$ cat src/pkg/rsc_regs.vh
// register map, field positions and timing constants for reset source logic
`ifndef RSC_REGS_VH
`define RSC_REGS_VH

// special function register address of the reset source flags
`define RSC_SFR_ADDR 8'hef

// field positions inside reset_source_flags
`define RSC_BIT_PIN 0
`define RSC_BIT_POWER 1
`define RSC_BIT_CLOCK 2
`define RSC_BIT_WDT 3
`define RSC_BIT_SOFT 4
`define RSC_BIT_CMP 5
`define RSC_BIT_MEM 6
`define RSC_BIT_UNUSED 7

// cause flags after a power-on reset: only the power flag set
`define RSC_FLAGS_POR 7'h02
`define RSC_FLAGS_NONE 7'h00
`define RSC_RDATA_IDLE 8'h00

// clock period of i_clock in ns (20 MHz)
`define RSC_CLK_PERIOD_NS 50
// missing clock timeout in ns, longest time, so rounded down
`define RSC_MISS_TIMEOUT_NS 100000
`define RSC_MISS_TIMEOUT_CYC (`RSC_MISS_TIMEOUT_NS / `RSC_CLK_PERIOD_NS)
// least time the system reset stays asserted, rounded up
`define RSC_RESET_HOLD_NS 1000
`define RSC_RESET_HOLD_CYC \
   ((`RSC_RESET_HOLD_NS + `RSC_CLK_PERIOD_NS - 1) / `RSC_CLK_PERIOD_NS)

`endif

$ cat src/verilog/rsc_missing_clock.v
// missing clock detector: flags a monitored clock that stops toggling
`timescale 1ns/100ps
`include "rsc_regs.vh"

module rsc_missing_clock #(
   parameter TIMEOUT_CYC = `RSC_MISS_TIMEOUT_CYC,
   parameter CNT_W = 16
) (
   // clock and reset
   input wire i_clock,
   input wire i_sys_rst,
   // monitored clock, asynchronous to i_clock
   input wire i_monitored_clock,
   // control and result
   input wire i_enable,
   output reg o_missing
);

   localparam [CNT_W-1:0] LIMIT = TIMEOUT_CYC[CNT_W-1:0];

   reg sync_a;
   reg sync_b;
   reg last;
   reg [CNT_W-1:0] count;
   wire toggled;

   // two flip-flop synchroniser for the monitored clock
   always @(posedge i_clock or posedge i_sys_rst) begin
      if (i_sys_rst) begin
         sync_a <= 1'b0;
         sync_b <= 1'b0;
         last <= 1'b0;
      end else begin
         sync_a <= i_monitored_clock;
         sync_b <= sync_a;
         last <= sync_b;
      end
   end

   assign toggled = sync_b ^ last;

   // one-shot: restarts on every edge, fires when no edge for the timeout
   always @(posedge i_clock or posedge i_sys_rst) begin
      if (i_sys_rst) begin
         count <= {CNT_W{1'b0}};
         o_missing <= 1'b0;
      end else if (!i_enable || toggled) begin
         count <= {CNT_W{1'b0}};
         o_missing <= 1'b0;
      end else if (count >= LIMIT) begin
         o_missing <= 1'b1;
      end else begin
         count <= count + 1'b1;
         o_missing <= 1'b0;
      end
   end

endmodule

$ cat src/verilog/rsc_reset_source.v
// reset source control: reset enables, cause flags and system reset output
//
// Summary of operation
// - bit 6 reads 1 after memory error reset
// - bit 5 reads 1 after comparator reset
// - bit 4 written 1 forces system reset
// - bit 4 reads 1 after software reset
// - bit 3 reads 1 after watchdog reset
// - bit 2 written 1 enables missing clock detector
// - enabled detector resets when clock stops
// - bit 1 written 1 enables supply monitor reset
// - bit 1 reads 1 after power-on/supply reset
// - other flags meaningless while bit 1 set
// - bit 0 reads 1 after pin reset
// - bit 2 written 0 disables detector
// - comparator low holds device in reset
// - internal resets never drive reset pin
`timescale 1ns/100ps
`include "rsc_regs.vh"

module rsc_reset_source #(
   parameter MISS_TIMEOUT_CYC = `RSC_MISS_TIMEOUT_CYC,
   parameter RESET_HOLD_CYC = `RSC_RESET_HOLD_CYC,
   parameter HOLD_W = 8
) (
   // clock and power-on reset
   input wire i_clock,
   input wire i_sys_rst,
   // special function register port
   input wire [7:0] i_sfr_addr,
   input wire i_sfr_write,
   input wire [7:0] i_sfr_wdata,
   output reg [7:0] o_sfr_rdata,
   // asynchronous reset sources
   input wire i_pin_reset_n,
   input wire i_supply_ok,
   input wire i_comparator_out,
   input wire i_monitored_clock,
   // reset sources on i_clock
   input wire i_watchdog_overflow,
   input wire i_memory_error,
   // system reset to the rest of the device
   output reg o_system_reset
);

   localparam [HOLD_W-1:0] HOLD_LOAD = RESET_HOLD_CYC[HOLD_W-1:0];
   localparam [HOLD_W-1:0] HOLD_ZERO = {HOLD_W{1'b0}};

   // cause flags, bits 6..0 of reset_source_flags
   reg [6:0] flags;
   reg [6:0] next_flags;
   // enables written by software
   reg cmp_enable;
   reg clock_watch_enable;
   reg supply_enable;
   // reset stretch counter
   reg [HOLD_W-1:0] hold;
   // synchronisers for pin, supply monitor and comparator
   reg pin_a;
   reg pin_b;
   reg supply_a;
   reg supply_b;
   reg cmp_a;
   reg cmp_b;

   wire clock_missing;
   wire sfr_hit;
   wire sfr_wr;
   wire act_pin;
   wire act_supply;
   wire act_clock;
   wire act_cmp;
   wire act_wdt;
   wire act_mem;
   wire act_soft;
   wire any_act;

   // missing clock detector instance
   // detector is held cleared whenever its enable is low
   rsc_missing_clock #(
      .TIMEOUT_CYC(MISS_TIMEOUT_CYC)
   ) u_clock_watch (
      .i_clock(i_clock),
      .i_sys_rst(i_sys_rst),
      .i_monitored_clock(i_monitored_clock),
      .i_enable(clock_watch_enable),
      .o_missing(clock_missing)
   );

   // pin synchroniser; idle high means no reset request
   always @(posedge i_clock or posedge i_sys_rst) begin
      if (i_sys_rst) begin
         pin_a <= 1'b1;
         pin_b <= 1'b1;
      end else begin
         pin_a <= i_pin_reset_n;
         pin_b <= pin_a;
      end
   end

   // supply monitor synchroniser; idle high means supply good
   always @(posedge i_clock or posedge i_sys_rst) begin
      if (i_sys_rst) begin
         supply_a <= 1'b1;
         supply_b <= 1'b1;
      end else begin
         supply_a <= i_supply_ok;
         supply_b <= supply_a;
      end
   end

   // comparator synchroniser; idle high means inputs not crossed
   always @(posedge i_clock or posedge i_sys_rst) begin
      if (i_sys_rst) begin
         cmp_a <= 1'b1;
         cmp_b <= 1'b1;
      end else begin
         cmp_a <= i_comparator_out;
         cmp_b <= cmp_a;
      end
   end

   // register decode; writes are refused while the device is in reset
   // a write in reset could re-arm a source before the cause is read
   assign sfr_hit = (i_sfr_addr == `RSC_SFR_ADDR);
   assign sfr_wr = sfr_hit && i_sfr_write && !o_system_reset;

   // pin is only sensed, never driven by this block
   assign act_pin = !pin_b;
   assign act_supply = supply_enable && !supply_b;
   assign act_clock = clock_watch_enable && clock_missing;
   // comparator low holds reset for as long as it stays low
   assign act_cmp = cmp_enable && !cmp_b;
   assign act_wdt = i_watchdog_overflow;
   assign act_mem = i_memory_error;
   assign act_soft = sfr_wr && i_sfr_wdata[`RSC_BIT_SOFT];
   assign any_act = act_pin | act_supply | act_clock | act_cmp |
      act_wdt | act_mem | act_soft;

   // cause selection by fixed priority, one flag only
   // sources rarely collide; the order only settles ties
   always @* begin
      next_flags = `RSC_FLAGS_NONE;
      if (act_pin) begin
         next_flags[`RSC_BIT_PIN] = 1'b1;
      end else if (act_supply) begin
         next_flags[`RSC_BIT_POWER] = 1'b1;
      end else if (act_clock) begin
         next_flags[`RSC_BIT_CLOCK] = 1'b1;
      end else if (act_cmp) begin
         next_flags[`RSC_BIT_CMP] = 1'b1;
      end else if (act_wdt) begin
         next_flags[`RSC_BIT_WDT] = 1'b1;
      end else if (act_mem) begin
         next_flags[`RSC_BIT_MEM] = 1'b1;
      end else begin
         next_flags[`RSC_BIT_SOFT] = 1'b1;
      end
   end

   // cause flags: only a reset event changes them, writes never do
   // no write path, so a stray store cannot fake a cause
   always @(posedge i_clock or posedge i_sys_rst) begin
      if (i_sys_rst) begin
         flags <= `RSC_FLAGS_POR;
      end else if (any_act) begin
         flags <= next_flags;
      end
   end

   // enables: set and cleared by writes, cleared by every reset; the comparator's is kept only while its own source is active
   always @(posedge i_clock or posedge i_sys_rst) begin
      if (i_sys_rst) begin
         cmp_enable <= 1'b0;
         clock_watch_enable <= 1'b0;
         supply_enable <= 1'b0;
      end else if (any_act || o_system_reset) begin
         // comparator enable kept only while its own source is active
         cmp_enable <= act_cmp;
         clock_watch_enable <= 1'b0;
         supply_enable <= 1'b0;
      end else if (sfr_wr) begin
         cmp_enable <= i_sfr_wdata[`RSC_BIT_CMP];
         clock_watch_enable <= i_sfr_wdata[`RSC_BIT_CLOCK];
         supply_enable <= i_sfr_wdata[`RSC_BIT_POWER];
      end
   end

   // system reset: asserted while a source is active, then stretched
   // reload on every active cycle keeps a level source in reset
   always @(posedge i_clock or posedge i_sys_rst) begin
      if (i_sys_rst) begin
         hold <= HOLD_LOAD;
         o_system_reset <= 1'b1;
      end else if (any_act) begin
         hold <= HOLD_LOAD;
         o_system_reset <= 1'b1;
      end else if (hold != HOLD_ZERO) begin
         hold <= hold - 1'b1;
         o_system_reset <= 1'b1;
      end else begin
         hold <= HOLD_ZERO;
         o_system_reset <= 1'b0;
      end
   end

   // read data: flags in bits 6..0, bit 7 always zero
   // registered, so read data trails the address by one cycle
   always @(posedge i_clock or posedge i_sys_rst) begin
      if (i_sys_rst) begin
         o_sfr_rdata <= `RSC_RDATA_IDLE;
      end else if (sfr_hit) begin
         o_sfr_rdata <= {1'b0, flags};
      end else begin
         o_sfr_rdata <= `RSC_RDATA_IDLE;
      end
   end

endmodule

$ cat config.mk
export PLATFORM = sky130hd
export DESIGN_NAME = rsc_reset_source
export DESIGN_NICKNAME = d
export VERILOG_FILES = /design/src/verilog/rsc_missing_clock.v /design/src/verilog/rsc_reset_source.v
export VERILOG_INCLUDE_DIRS = /design/src /design/src/pkg
export SDC_FILE = /design/constraint.sdc
export NUM_CORES = 1
export LEC_CHECK = 0
export BUFFER_PORTS_ARGS = -buffer_cell sky130_fd_sc_hd__buf_4
export CAP_MARGIN = 20
export CORE_ASPECT_RATIO = 1.4
export CORE_UTILIZATION = 55
export DETAILED_ROUTE_END_ITERATION = 8
export PLACE_DENSITY = 0.78
export SKIP_LAST_GASP = 1
export SLEW_MARGIN = 20
export SYNTH_ARGS = -nofsm -noshare
export SYNTH_HDL_FRONTEND = slang
export SYNTH_SLANG_ARGS = --single-unit
export TNS_END_PERCENT = 100
$ cat constraint.sdc
create_clock -name i_clock -period 2.02 [get_ports i_clock]
set_input_delay 0.404 -clock i_clock [delete_from_list [all_inputs] [get_ports i_clock]]
set_output_delay 0.404 -clock i_clock [all_outputs]
set_load 0.01 [all_outputs]
## Word-level counts from Yosys, hierarchy flattened

Cells that the tools add are included.

| word-level totals | value |
|---|---|
| bits in registers | 53 |
| input port bits | 25 |
| logic and storage cells | 74 |
| output and inout port bits | 9 |

| cells by class | value |
|---|---|
| reduce and logical (&&, ||, !) cells | 15 |
| add/subtract/negate cells | 2 |
| order comparisons | 1 |
| bitwise operators | 7 |
| mux-type cells | 29 |
| equal/unequal tests | 2 |

Operators with widths:

| kind | count |
|---|---|
| $mux W16 | 2 |
| $mux W1 | 20 |
| $add A16 B1 Y16 const B | 1 |
| $ge A16 B11 Y1 const B | 1 |
| $mux W8 | 2 |
| $eq A8 B8 Y1 const B | 1 |
| $reduce_bool A8 Y1 | 1 |
| $sub A8 B1 Y8 const B | 1 |
| $mux W7 | 1 |
| $logic_and A1 B1 Y1 | 6 |
| $mux W6 | 1 |
| $or A1 B1 Y1 | 6 |
| $logic_not A1 Y1 | 5 |
| $mux W5 | 1 |
| $mux W4 | 1 |
| $logic_or A1 B1 Y1 | 2 |
| $mux W2 | 1 |
| $ne A2 B1 Y1 const B | 1 |
| $reduce_bool A2 Y1 | 1 |
| $xor A1 B1 Y1 | 1 |

## Depth between registers and ports, before layout

Gate-level depths: netlist of run 1.

| logic depth | value |
|---|---|
| depth after elaboration | 10 |
| gate-level depth with buffers | 6 |

## Cells and area by module

A second synthesis of run 1 with hierarchy kept.

| second synthesis, totals | value |
|---|---|
| cells, all modules | 200 |
| area, all modules | 2289.7 um^2 |

By module, submodules not included:

| module | area each (um^2) | sequential area each (um^2) | instances | cells each |
|---|---|---|---|---|
| rsc_reset_source | 1348.8 | 813.3 | 1 | 109 |
| rsc_missing_clock | 940.9 | 500.5 | 1 | 91 |

## Worst setup path after synthesis of run 1

Ideal clock, no wire load.

| path | value |
|---|---|
| path kind | input port to flip-flop |
| start point | in i_sfr_addr[4] |
| end point | reg flags[1] |
| setup slack | 483 ps |
| arrival time | 1454 ps |
| stages | 5 |
| cells stage by stage | and4b_1 -> clkbuf_1 -> nand4_1 -> nor3b_2 -> a2bb2o_1 |

| on the way | value |
|---|---|
| cells in the longest elaborated chain, start to end | 5 |

Ends and longest elaborated chain:

| element | line | text |
|---|---|---|
| from (decl) | rsc_reset_source.v:30 | `input wire [7:0] i_sfr_addr,` |
| $eq A8 B8 Y1 (no source line) | n/a |  |
| $logic_and A1 B1 Y1 (2 in series) | rsc_reset_source.v:126 | `assign sfr_wr = sfr_hit && i_sfr_write && !o_system_reset;` |
| $logic_and A1 B1 Y1 | rsc_reset_source.v:136 | `` assign act_soft = sfr_wr && i_sfr_wdata[`RSC_BIT_SOFT]; `` |
| $or A1 B1 Y1 | rsc_reset_source.v:138 | `act_wdt \| act_mem \| act_soft;` |
| to (signal assigned) | rsc_reset_source.v:165 | `` flags <= `RSC_FLAGS_POR; `` |
| to (signal assigned) | rsc_reset_source.v:167 | `flags <= next_flags;` |
| to (decl) | rsc_reset_source.v:50 | `reg [6:0] flags;` |

No other way between the ends.
A chain may end at the register's enable or synchronous reset.

## Worst setup path in the final report of run 1

| path | value |
|---|---|
| start point | reg hold[0] |
| end point | reg hold[5] |

| on the way | value |
|---|---|
| cells in the longest elaborated chain, start to end | 3 |

Ends and longest elaborated chain:

| element | line | text |
|---|---|---|
| from (decl) | rsc_reset_source.v:57 | `reg [HOLD_W-1:0] hold;` |
| from (signal assigned) | rsc_reset_source.v:199 | `hold <= hold - 1'b1;` |
| $sub A8 B1 Y8 / $reduce_bool A8 Y1 (equally long branches) | rsc_reset_source.v:199, rsc_reset_source.v:198 |  |
| $mux W8 (*) | rsc_reset_source.v:198 | `end else if (hold != HOLD_ZERO) begin` |
| $mux W8 (*) | rsc_reset_source.v:195 | `end else if (any_act) begin` |

Mark *: on every way between the ends. The rest lies on a longest branch, timed or not.

==> results.sh, run 1 <==
export IMPL_outcome="finished, final reports clean"
export IMPL_path_delay_family="simple AND/OR/NAND/NOR gates"
export IMPL_clock_skew_ns=0.00709
export IMPL_yosysSeqAreaShare=0.582
export IMPL_finalCritPeriodShare=0.879
export IMPL_total_leakage_power_nw=1.16
export IMPL_power_density_nw_per_um2=678
export IMPL_cts_setup_buffers=0
export IMPL_start_util=0.576
export IMPL_tns_ns=0
export IMPL_vias=1627
export IMPL_first_pass_iters=4
export IMPL_cts_root_buf="clkbuf_8"
export IMPL_dp_slack_ns=0.226
export IMPL_ios=34
export IMPL_worstPathArrival_ns=1.95
export IMPL_n_antenna_cell=0
export IMPL_async_flop_share=1.00
export IMPL_rsz0062_at_grt="false"
export IMPL_first_global_vias=1672
export IMPL_wirelength_microns=4030
export IMPL_reg2reg_slack_ns=0.25
export IMPL_drc_errors=0
export IMPL_rows=27
export IMPL_cts_sinks=52
export IMPL_final_hold_viol_count=0
export IMPL_die_area_sq_um=4370
export IMPL_hp_start="i_pin_reset_n"
export IMPL_ant_nets=0
export IMPL_crit_slowest_cell="nor4b_1"
export IMPL_ys_types=54
export IMPL_cp_num_buf_inv=1
export IMPL_nets=258
export IMPL_place_hpwl_microns=2940
export IMPL_setup_violations=0
export IMPL_place_gp_congestion=0.776
export IMPL_ctsLongestPathBuffers=2
export IMPL_r2r_cells=6
export IMPL_synth_cells=199
export IMPL_register_area_sq_um=1310
export IMPL_synth_area_leader_cell="dfrtp_1"
export IMPL_dominantRegCellSynth="dfrtp_1"
export IMPL_critical_path_class="reg -> reg"
export IMPL_coreArea_sq_um=3920
export IMPL_required_ns=2.20
export IMPL_antenna_found_initial=0
export IMPL_routedWlPerCell_microns=14.8
export IMPL_grt_pass1_wl_microns=7180
export IMPL_worst_pin_slew_ns=0.638
export IMPL_critPathMaxFanout=6
export IMPL_regToRegEndpoint="hold[5]$_DFF_PP0_"
export IMPL_post_cts_resized=0
export IMPL_fin_ws_ns=0.245
export IMPL_clock_fmax_ghz=0.564
export IMPL_cts_tree="built"
export IMPL_synth_seq_cells=52
export IMPL_hold_path_endpoint="pin_a$_DFF_PP1_"
export IMPL_port_buffers=28
export IMPL_detail_route_iter0_violations=53
export IMPL_startpoint_type="flop"
export IMPL_worstHoldPathType="in -> reg"
export IMPL_synth_edf_count=0
export IMPL_final_max_slew_violation_count=0
export IMPL_n_fill_cell=297
export IMPL_insertion_delay_ns=0.29
export IMPL_maxCapViolCount=0
export IMPL_post_synth_cell_area_avg_sq_um=11.3
export IMPL_syn_to_final_growth_pct=15.1
export IMPL_viasPerCell=5.98
export IMPL_clk_pin_slew_ns=0.08
export IMPL_ir_drop_mv=0.605
export IMPL_min_period_ns=1.77
export IMPL_yosysWarnings=0
export IMPL_synth_fp_nets=228
export IMPL_worstSetupEndpointType="flop"
export IMPL_drive_gt1_frac=0.245
export IMPL_synth_area_leaders="dfrtp_1 47%, dfstp_2 12%, a21oi_1 3.1%"
export IMPL_die_w_microns=56.1
export IMPL_syn_cell_area_sq_um=2260
export IMPL_grt_ovfl_total=0
export IMPL_synth_top_area_frac=0.466
export IMPL_hold_buffers=0
export IMPL_multi_input_area_sq_um=866
export IMPL_timing_rr_start="hold[0]$_DFF_PP0_"
export IMPL_h_tree_depth=2
export IMPL_die_h_microns=77.8
export IMPL_relSlewSlack=0.575
export IMPL_whs_path_depth=1
export IMPL_slowest_delay_ns=0.44
export IMPL_cts_made_buffers=5
export IMPL_grt_max_degree=53
export IMPL_worstPathCellList="inv_1, ha_1, nor4b_1, nand3b_1, nand4bb_1, nor2_1"
export IMPL_grt_usage=0.209
==> layout make-up <==
| type | count | share of cell area |
|---|---|---|
| flip-flops and latches | 52 | 0.506 |
| multi-input cells | 130 | 0.333 |
| repair buffers | 31 | 0.0896 |
| clock buffers | 7 | 0.0371 |
| well taps | 43 | 0.0207 |
| inverters | 9 | 0.0130 |
==> metrics by stage <==
step | utilization | power [mW] | hold WS, ns | cell area, sq um | cells
after global routing | 0.663 | 1.84 | 0.195 | 2600 | 272
after global placement | 0.638 | 1.18 | 0.332 | 2500 | 265
after detailed placement | 0.638 | 1.18 | 0.336 | 2500 | 265
final | 0.663 | 1.76 | 0.215 | 2600 | 272
after floorplan | - | 1.13 | 0.331 | 2260 | 199
after CTS | 0.663 | 1.79 | 0.207 | 2600 | 272
==> layout by cell type, fill, tap and decap left out, types with 6 or more instances in the layout <==
cell,n
inv_1,8
o31ai_1,7
dfrtp_1,42
dfstp_2,10
a21oi_1,14
buf_4,31
or4_1,7
nand3_1,6
nor2_1,12
nand2_1,7
clkbuf_8,7
and3_1,9
==> where the power goes <==
group | internal (mW) | leakage (nW) | switching [mW]
clock | 0.305 | 0.0503 | 0.296
combinational | 0.0429 | 0.431 | 0.0468
sequential | 1.06 | 0.680 | 0.00842
==> sequential cells by signal, summed over array words and instances (netlist names), 7 cells and up <==
name / flops
o_sfr_rdata: 7
u_clock_watch.count: 16
hold: 8
flags: 7
==> logic make-up after synthesis <==
kind of cell,Yosys count,share of synthesized area
AOI/OAI and AO/OA,39,0.120
xor gates and xnor gates,4,0.0155
adders and majority gates,4,0.0222
buffers and inverters,17,0.0338
DFF,52,0.582
muxes,2,0.00887
other,1,0.00166
and+or+nand+nor,80,0.216
==> synth_stat cells, drive strengths merged, types with 4 or more instances <==
cell,count
a21oi,14
and2,7
or4,7
nand2,8
nor2,13
dfrtp,42
clkbuf,5
nor2b,4
nand2b,5
o31ai,7
nand3,6
inv,9
and3,9
ha,4
nor3,5
dfstp,10
==> worst max-delay path by stage <==
stage | from | end | slack [ns] | cells after the start
6_report | hold[0]$_DFF_PP0_ | hold[5]$_DFF_PP0_ | 0.25 | 6
5_1_grt | cmp_b$_DFF_PP1_ | hold[2]$_DFF_PP1_ | 0.04 | 4
4_1_cts | cmp_b$_DFF_PP1_ | hold[2]$_DFF_PP1_ | 0.21 | 4
2_1_floorplan | i_sys_rst | clock_watch_enable$_DFFE_PP0P_ | 0.37 | 1
3_3_place_gp | i_sfr_addr[3] | flags[5]$_DFFE_PP0P_ | 0.28 | 5
3_5_place_dp | i_sfr_addr[3] | hold[2]$_DFF_PP1_ | 0.23 | 5
==> per-layer routing <==
layer	vias to the layer above	track usage	wire [microns]
met5	-	0	0
met4	0	0.0902	75
met3	7	0.0450	178
met2	42	0.375	2200
met1	804	0.237	1570
li1	774	-	-
Power figures use the tool's default switching activity.
==> inputs of run 2 (changes only) <==
- clock period: 2.02 -> 2.1 ns (I/O delays scaled with it)
==> run 2 against run 1 <==
  * First-iteration DRC count shrank 5.7%
  * Register-to-register slack gained 0.06 ns
  * Die area is the same
  * Setup slack gained 0.062 ns
  * Clock skew shrank 0.0019 ns
  * Clock power grew 31%
  * Count of clock-buffer cells in the layout shrank 2
  * Largest power group unchanged
==> results.sh, run 2 (synthesis results as in run 1) <==
export IMPL_outcome="finished, final reports clean"
export IMPL_layout_commonest_cell="dfrtp_1"
export IMPL_die_area_sq_um=4370
export IMPL_drc_errors=0
export IMPL_worstHoldPathType="in -> async"
export IMPL_grt_pass1_wl_microns=7380
export IMPL_grt_ovfl_total=0
export IMPL_wirelength_microns=4370
export IMPL_clk_pin_slew_ns=0.09
export IMPL_top_regs="u_clock_watch.count x16, hold x8"
export IMPL_cts_tree="built"
export IMPL_ctsLongestPathBuffers=2
export IMPL_port_buffers=28
export IMPL_clock_skew_ns=0.00522
export IMPL_maxCapViolCount=0
export IMPL_insertion_delay_ns=0.30
export IMPL_ios=34
export IMPL_n_antenna_cell=0
export IMPL_viasPerCell=5.96
export IMPL_worstPathArrival_ns=2.04
export IMPL_cts_setup_buffers=0
export IMPL_layout_common_cells="42 x dfrtp_1, 30 x buf_4, 14 x a21oi_1"
export IMPL_final_hold_viol_count=0
export IMPL_ir_drop_mv=0.723
export IMPL_finalCritPeriodShare=0.854
export IMPL_grt_usage=0.220
export IMPL_tns_ns=0
export IMPL_power_density_nw_per_um2=721
export IMPL_worstSetupEndpointType="flop"
export IMPL_detail_route_iter0_violations=50
export IMPL_ant_nets=0
export IMPL_rsz0062_at_grt="false"
export IMPL_nets=258
export IMPL_final_max_slew_violation_count=0
export IMPL_total_leakage_power_nw=1.18
export IMPL_min_period_ns=1.79
export IMPL_cts_root_buf="clkbuf_8"
export IMPL_die_h_microns=77.8
export IMPL_placed_cell_area_sq_um=2510
export IMPL_first_global_vias=1651
export IMPL_place_hpwl_microns=3050
export IMPL_regMostFlops="u_clock_watch.count"
export IMPL_die_w_microns=56.1
export IMPL_worst_pin_slew_ns=0.562
export IMPL_required_ns=2.35
export IMPL_cts_sinks=52
export IMPL_antenna_found_initial=0
export IMPL_rows=27
export IMPL_post_cts_resized=0
export IMPL_design_area_sq_um=2640
export IMPL_place_gp_congestion=0.819
export IMPL_relSlewSlack=0.624
export IMPL_vias=1622
export IMPL_largest_reg_flops=16
export IMPL_hold_buffers=0
export IMPL_grt_max_degree=41
export IMPL_syn_to_final_growth_pct=17.1
export IMPL_critical_path_class="reg -> reg"
export IMPL_drive_gt1_frac=0.245
export IMPL_clock_fmax_ghz=0.558
export IMPL_coreArea_sq_um=3920
export IMPL_reg2reg_slack_ns=0.31
export IMPL_start_util=0.576
export IMPL_first_pass_iters=4
export IMPL_cts_made_buffers=5
export IMPL_critPathMaxFanout=8
export IMPL_routedWlPerCell_microns=16.0
export IMPL_h_tree_depth=2
export IMPL_startpoint_type="flop"
export IMPL_setup_violations=0
-- run 2: worst max-delay path: stages (launching register included) --
cell,delay [ns]
dfstp_2,0.54
nand2b_1,0.15
nand4_1,0.26
nor3b_2,0.56
a22o_1,0.23
-- run 2: power breakdown --
| group | switching [mW] | internal [mW] |
|---|---|---|
| clock | 0.317 | 0.469 |
| combinational | 0.0462 | 0.0443 |
| sequential | 0.00805 | 1.02 |
| total | 0.371 | 1.53 |
-- run 2: per-layer routing --
layer  wire length [microns]  GRT usage  vias to the layer above
met2                    2400      0.410                       43
met3                     199     0.0467                        6
met1                    1700      0.241                      801
met5                       0          0                        -
met4                      67     0.0805                        0
li1                        -          -                      772
-- run 2: final timing paths --
check,from,to,depth (start not counted)
max,cmp_b$_DFF_PP1_,flags[5]$_DFFE_PP0P_,4
min,i_sys_rst,u_clock_watch.count[0]$_DFFE_PP0N_,2
max reg2reg,cmp_b$_DFF_PP1_,flags[5]$_DFFE_PP0P_,4
min reg2reg,u_clock_watch.sync_a$_DFF_PP0_,u_clock_watch.sync_b$_DFF_PP0_,0
max in group asynchronous,i_sys_rst,pin_a$_DFF_PP1_,3
min in group i_clock,i_monitored_clock,u_clock_watch.sync_a$_DFF_PP0_,1
-- run 2: layout make-up --
cell class	count	area, sq um
clock buffers	5	68.8
well taps	43	53.8
flip-flops and latches	52	1310
fillers	313	1280
inverters	9	33.8
multi-input cells	130	866
clock inverters	2	60.1
repair buffers	31	245
-- run 2: per-stage QoR --
| step | util | total power, mW | setup WS [ns] | instances | hold slack (ns) |
|---|---|---|---|---|---|
| after floorplan | - | 1.09 | 0.439 | 199 | 0.331 |
| after global placement | 0.641 | 1.13 | 0.344 | 265 | 0.333 |
| after detailed placement | 0.641 | 1.14 | 0.278 | 265 | 0.335 |
| after CTS | 0.674 | 1.92 | 0.294 | 272 | 0.0604 |
| after global routing | 0.674 | 1.97 | 0.123 | 272 | 0.0729 |
| final | 0.674 | 1.91 | 0.307 | 272 | 0.0616 |
==> inputs of run 3 (changes only) <==
- CORE_ASPECT_RATIO: 1.4 -> 0.5
==> run 3 against run 2 <==
  * Core utilization decreased by 0.25 points
  * Via count about the same
  * Flip-flop and latch count unchanged
  * Clock power decreased by 11%
  * Fmax increased by 1.2%
  * Combinational power decreased by 1%
  * Hold slack improved by 0.069 ns
  * Final cell count increased by 4.0%
  * Critical path depth unchanged
  * Critical path type unchanged
  * Critical endpoint unchanged
==> results.sh, run 3 (synthesis results as in run 1) <==
export IMPL_outcome="finished, final reports clean"
export IMPL_drive_gt1_frac=0.245
export IMPL_rows=16
export IMPL_finalCritPeriodShare=0.843
export IMPL_total_leakage_power_nw=1.17
export IMPL_drc_errors=0
export IMPL_final_hold_viol_count=0
export IMPL_setup_violations=0
export IMPL_vias=1623
export IMPL_n_antenna_cell=0
export IMPL_crit_slowest_cell="dfstp_2"
export IMPL_clock_fmax_ghz=0.565
export IMPL_grt_max_degree=30
export IMPL_viasPerCell=5.73
export IMPL_post_cts_resized=0
export IMPL_cts_sinks=52
export IMPL_cts_made_buffers=5
export IMPL_worstPathCellList="nand2b_1, nand4_1, nor3b_2, a22o_1"
export IMPL_hold_buffers=0
export IMPL_start_util=0.575
export IMPL_cts_setup_buffers=0
export IMPL_grt_ovfl_total=0
export IMPL_register_area_sq_um=1310
export IMPL_die_area_sq_um=4380
export IMPL_path_delay_family="simple AND/OR/NAND/NOR gates"
export IMPL_gr_usage_met1=0.257
export IMPL_clk_pin_slew_ns=0.10
export IMPL_p_seq_frac=0.565
export IMPL_routedWlPerCell_microns=14.5
export IMPL_maxCapViolCount=0
export IMPL_die_w_microns=92.6
export IMPL_design_area_sq_um=2640
export IMPL_first_global_vias=1516
export IMPL_cts_tree="built"
export IMPL_layout_commonest_cell="dfrtp_1"
export IMPL_final_max_slew_violation_count=0
export IMPL_antenna_found_initial=0
export IMPL_rsz0062_at_grt="false"
export IMPL_sw_frac_of_total=0.218
export IMPL_cts_root_buf="clkbuf_8"
export IMPL_syn_to_final_growth_pct=16.8
export IMPL_place_hpwl_microns=2860
export IMPL_pwr_share_clk=0.386
export IMPL_clock_skew_ns=0.00911
export IMPL_nets=257
export IMPL_power_density_nw_per_um2=691
export IMPL_min_period_ns=1.77
export IMPL_first_pass_iters=5
export IMPL_critPathMaxFanout=8
export IMPL_layout_common_cells="42 x dfrtp_1, 29 x buf_4, 14 x a21oi_1"
export IMPL_slowest_delay_ns=0.55
export IMPL_use_met2=0.351
export IMPL_top_usage_layer="met2"
export IMPL_required_ns=2.36
export IMPL_cp_num_buf_inv=0
export IMPL_grt_pass1_wl_microns=6640
export IMPL_multi_input_area_sq_um=866
export IMPL_comb_power_share=0.049
export IMPL_n_fill_cell=293
export IMPL_h_tree_depth=2
export IMPL_worstHoldPathType="in -> async"
export IMPL_relSlewSlack=0.660
export IMPL_top_regs="u_clock_watch.count x16, hold x8"
export IMPL_worst_pin_slew_ns=0.510
export IMPL_grt_usage=0.207
export IMPL_insertion_delay_ns=0.31
export IMPL_worstPathArrival_ns=2.03
export IMPL_wirelength_microns=4110
export IMPL_ir_drop_mv=0.345
export IMPL_die_h_microns=47.3
export IMPL_largest_reg_flops=16
export IMPL_coreArea_sq_um=3920
export IMPL_placed_cell_area_sq_um=2520
export IMPL_ant_nets=0
export IMPL_startpoint_type="flop"
export IMPL_detail_route_iter0_violations=88
export IMPL_critical_path_class="reg -> reg"
export IMPL_hold_ws_ns=0.130
export IMPL_p_sw_uw=398
export IMPL_worstSetupEndpointType="flop"
export IMPL_port_buffers=28
export IMPL_place_gp_congestion=0.771
export IMPL_regMostFlops="u_clock_watch.count"
export IMPL_tns_ns=0
export IMPL_ctsLongestPathBuffers=2
export IMPL_design_power_total_mw=1.82
export IMPL_grtUsageMet3=0.0599
export IMPL_ios=34
export IMPL_intPower_mw=1.42
run 3: final timing paths:
| check | startpoint | end | slack [ns] | cells after the start |
|---|---|---|---|---|
| max | cmp_b$_DFF_PP1_ | flags[5]$_DFFE_PP0P_ | 0.33 | 4 |
| max reg2reg | cmp_b$_DFF_PP1_ | flags[5]$_DFFE_PP0P_ | 0.33 | 4 |
| min in group i_clock | i_supply_ok | supply_a$_DFF_PP1_ | 0.21 | 1 |
| min | i_sys_rst | u_clock_watch.count[12]$_DFFE_PP0N_ | 0.13 | 2 |
| max in group asynchronous | i_sys_rst | cmp_a$_DFF_PP1_ | 1.38 | 3 |
| min reg2reg | supply_a$_DFF_PP1_ | supply_b$_DFF_PP1_ | 0.35 | 0 |
run 3: final cells by class:
| type | count | area share |
|---|---|---|
| repair buffers | 30 | 0.0902 |
| well taps | 54 | 0.0256 |
| clock buffers | 5 | 0.0261 |
| clock inverters | 3 | 0.0180 |
| flip-flops and latches | 52 | 0.499 |
| multi-input cells | 130 | 0.329 |
| inverters | 9 | 0.0128 |
run 3: power by group through the flow:
stage          clock network, mW  logic (mW)  registers [mW]
5_1_grt                    0.754       0.101            1.03
6_report                   0.703      0.0894            1.03
4_1_cts                    0.715      0.0913            1.03
3_5_place_dp                   0      0.0896            1.05
2_1_floorplan                  0      0.0455            1.05
3_3_place_gp                   0      0.0873            1.05
run 3: stage by stage:
stage	instances	utilization	setup slack (ns)
after CTS	283	0.672	0.336
after global placement	275	0.642	0.407
final	283	0.672	0.329
after floorplan	199	-	0.439
after global routing	283	0.672	0.204
after detailed placement	275	0.642	0.369
run 3: worst reg2reg max path, stage by stage (launching register included):
cell      delay, ns
dfstp_2        0.55
nand2b_1       0.15
nand4_1        0.28
nor3b_2        0.51
a22o_1         0.22
run 3: layer usage:
layer | vias up | wire, microns
met2 | 46 | 1970
met1 | 794 | 1870
met4 | 0 | 69
met5 | - | 0
met3 | 9 | 201
li1 | 774 | -
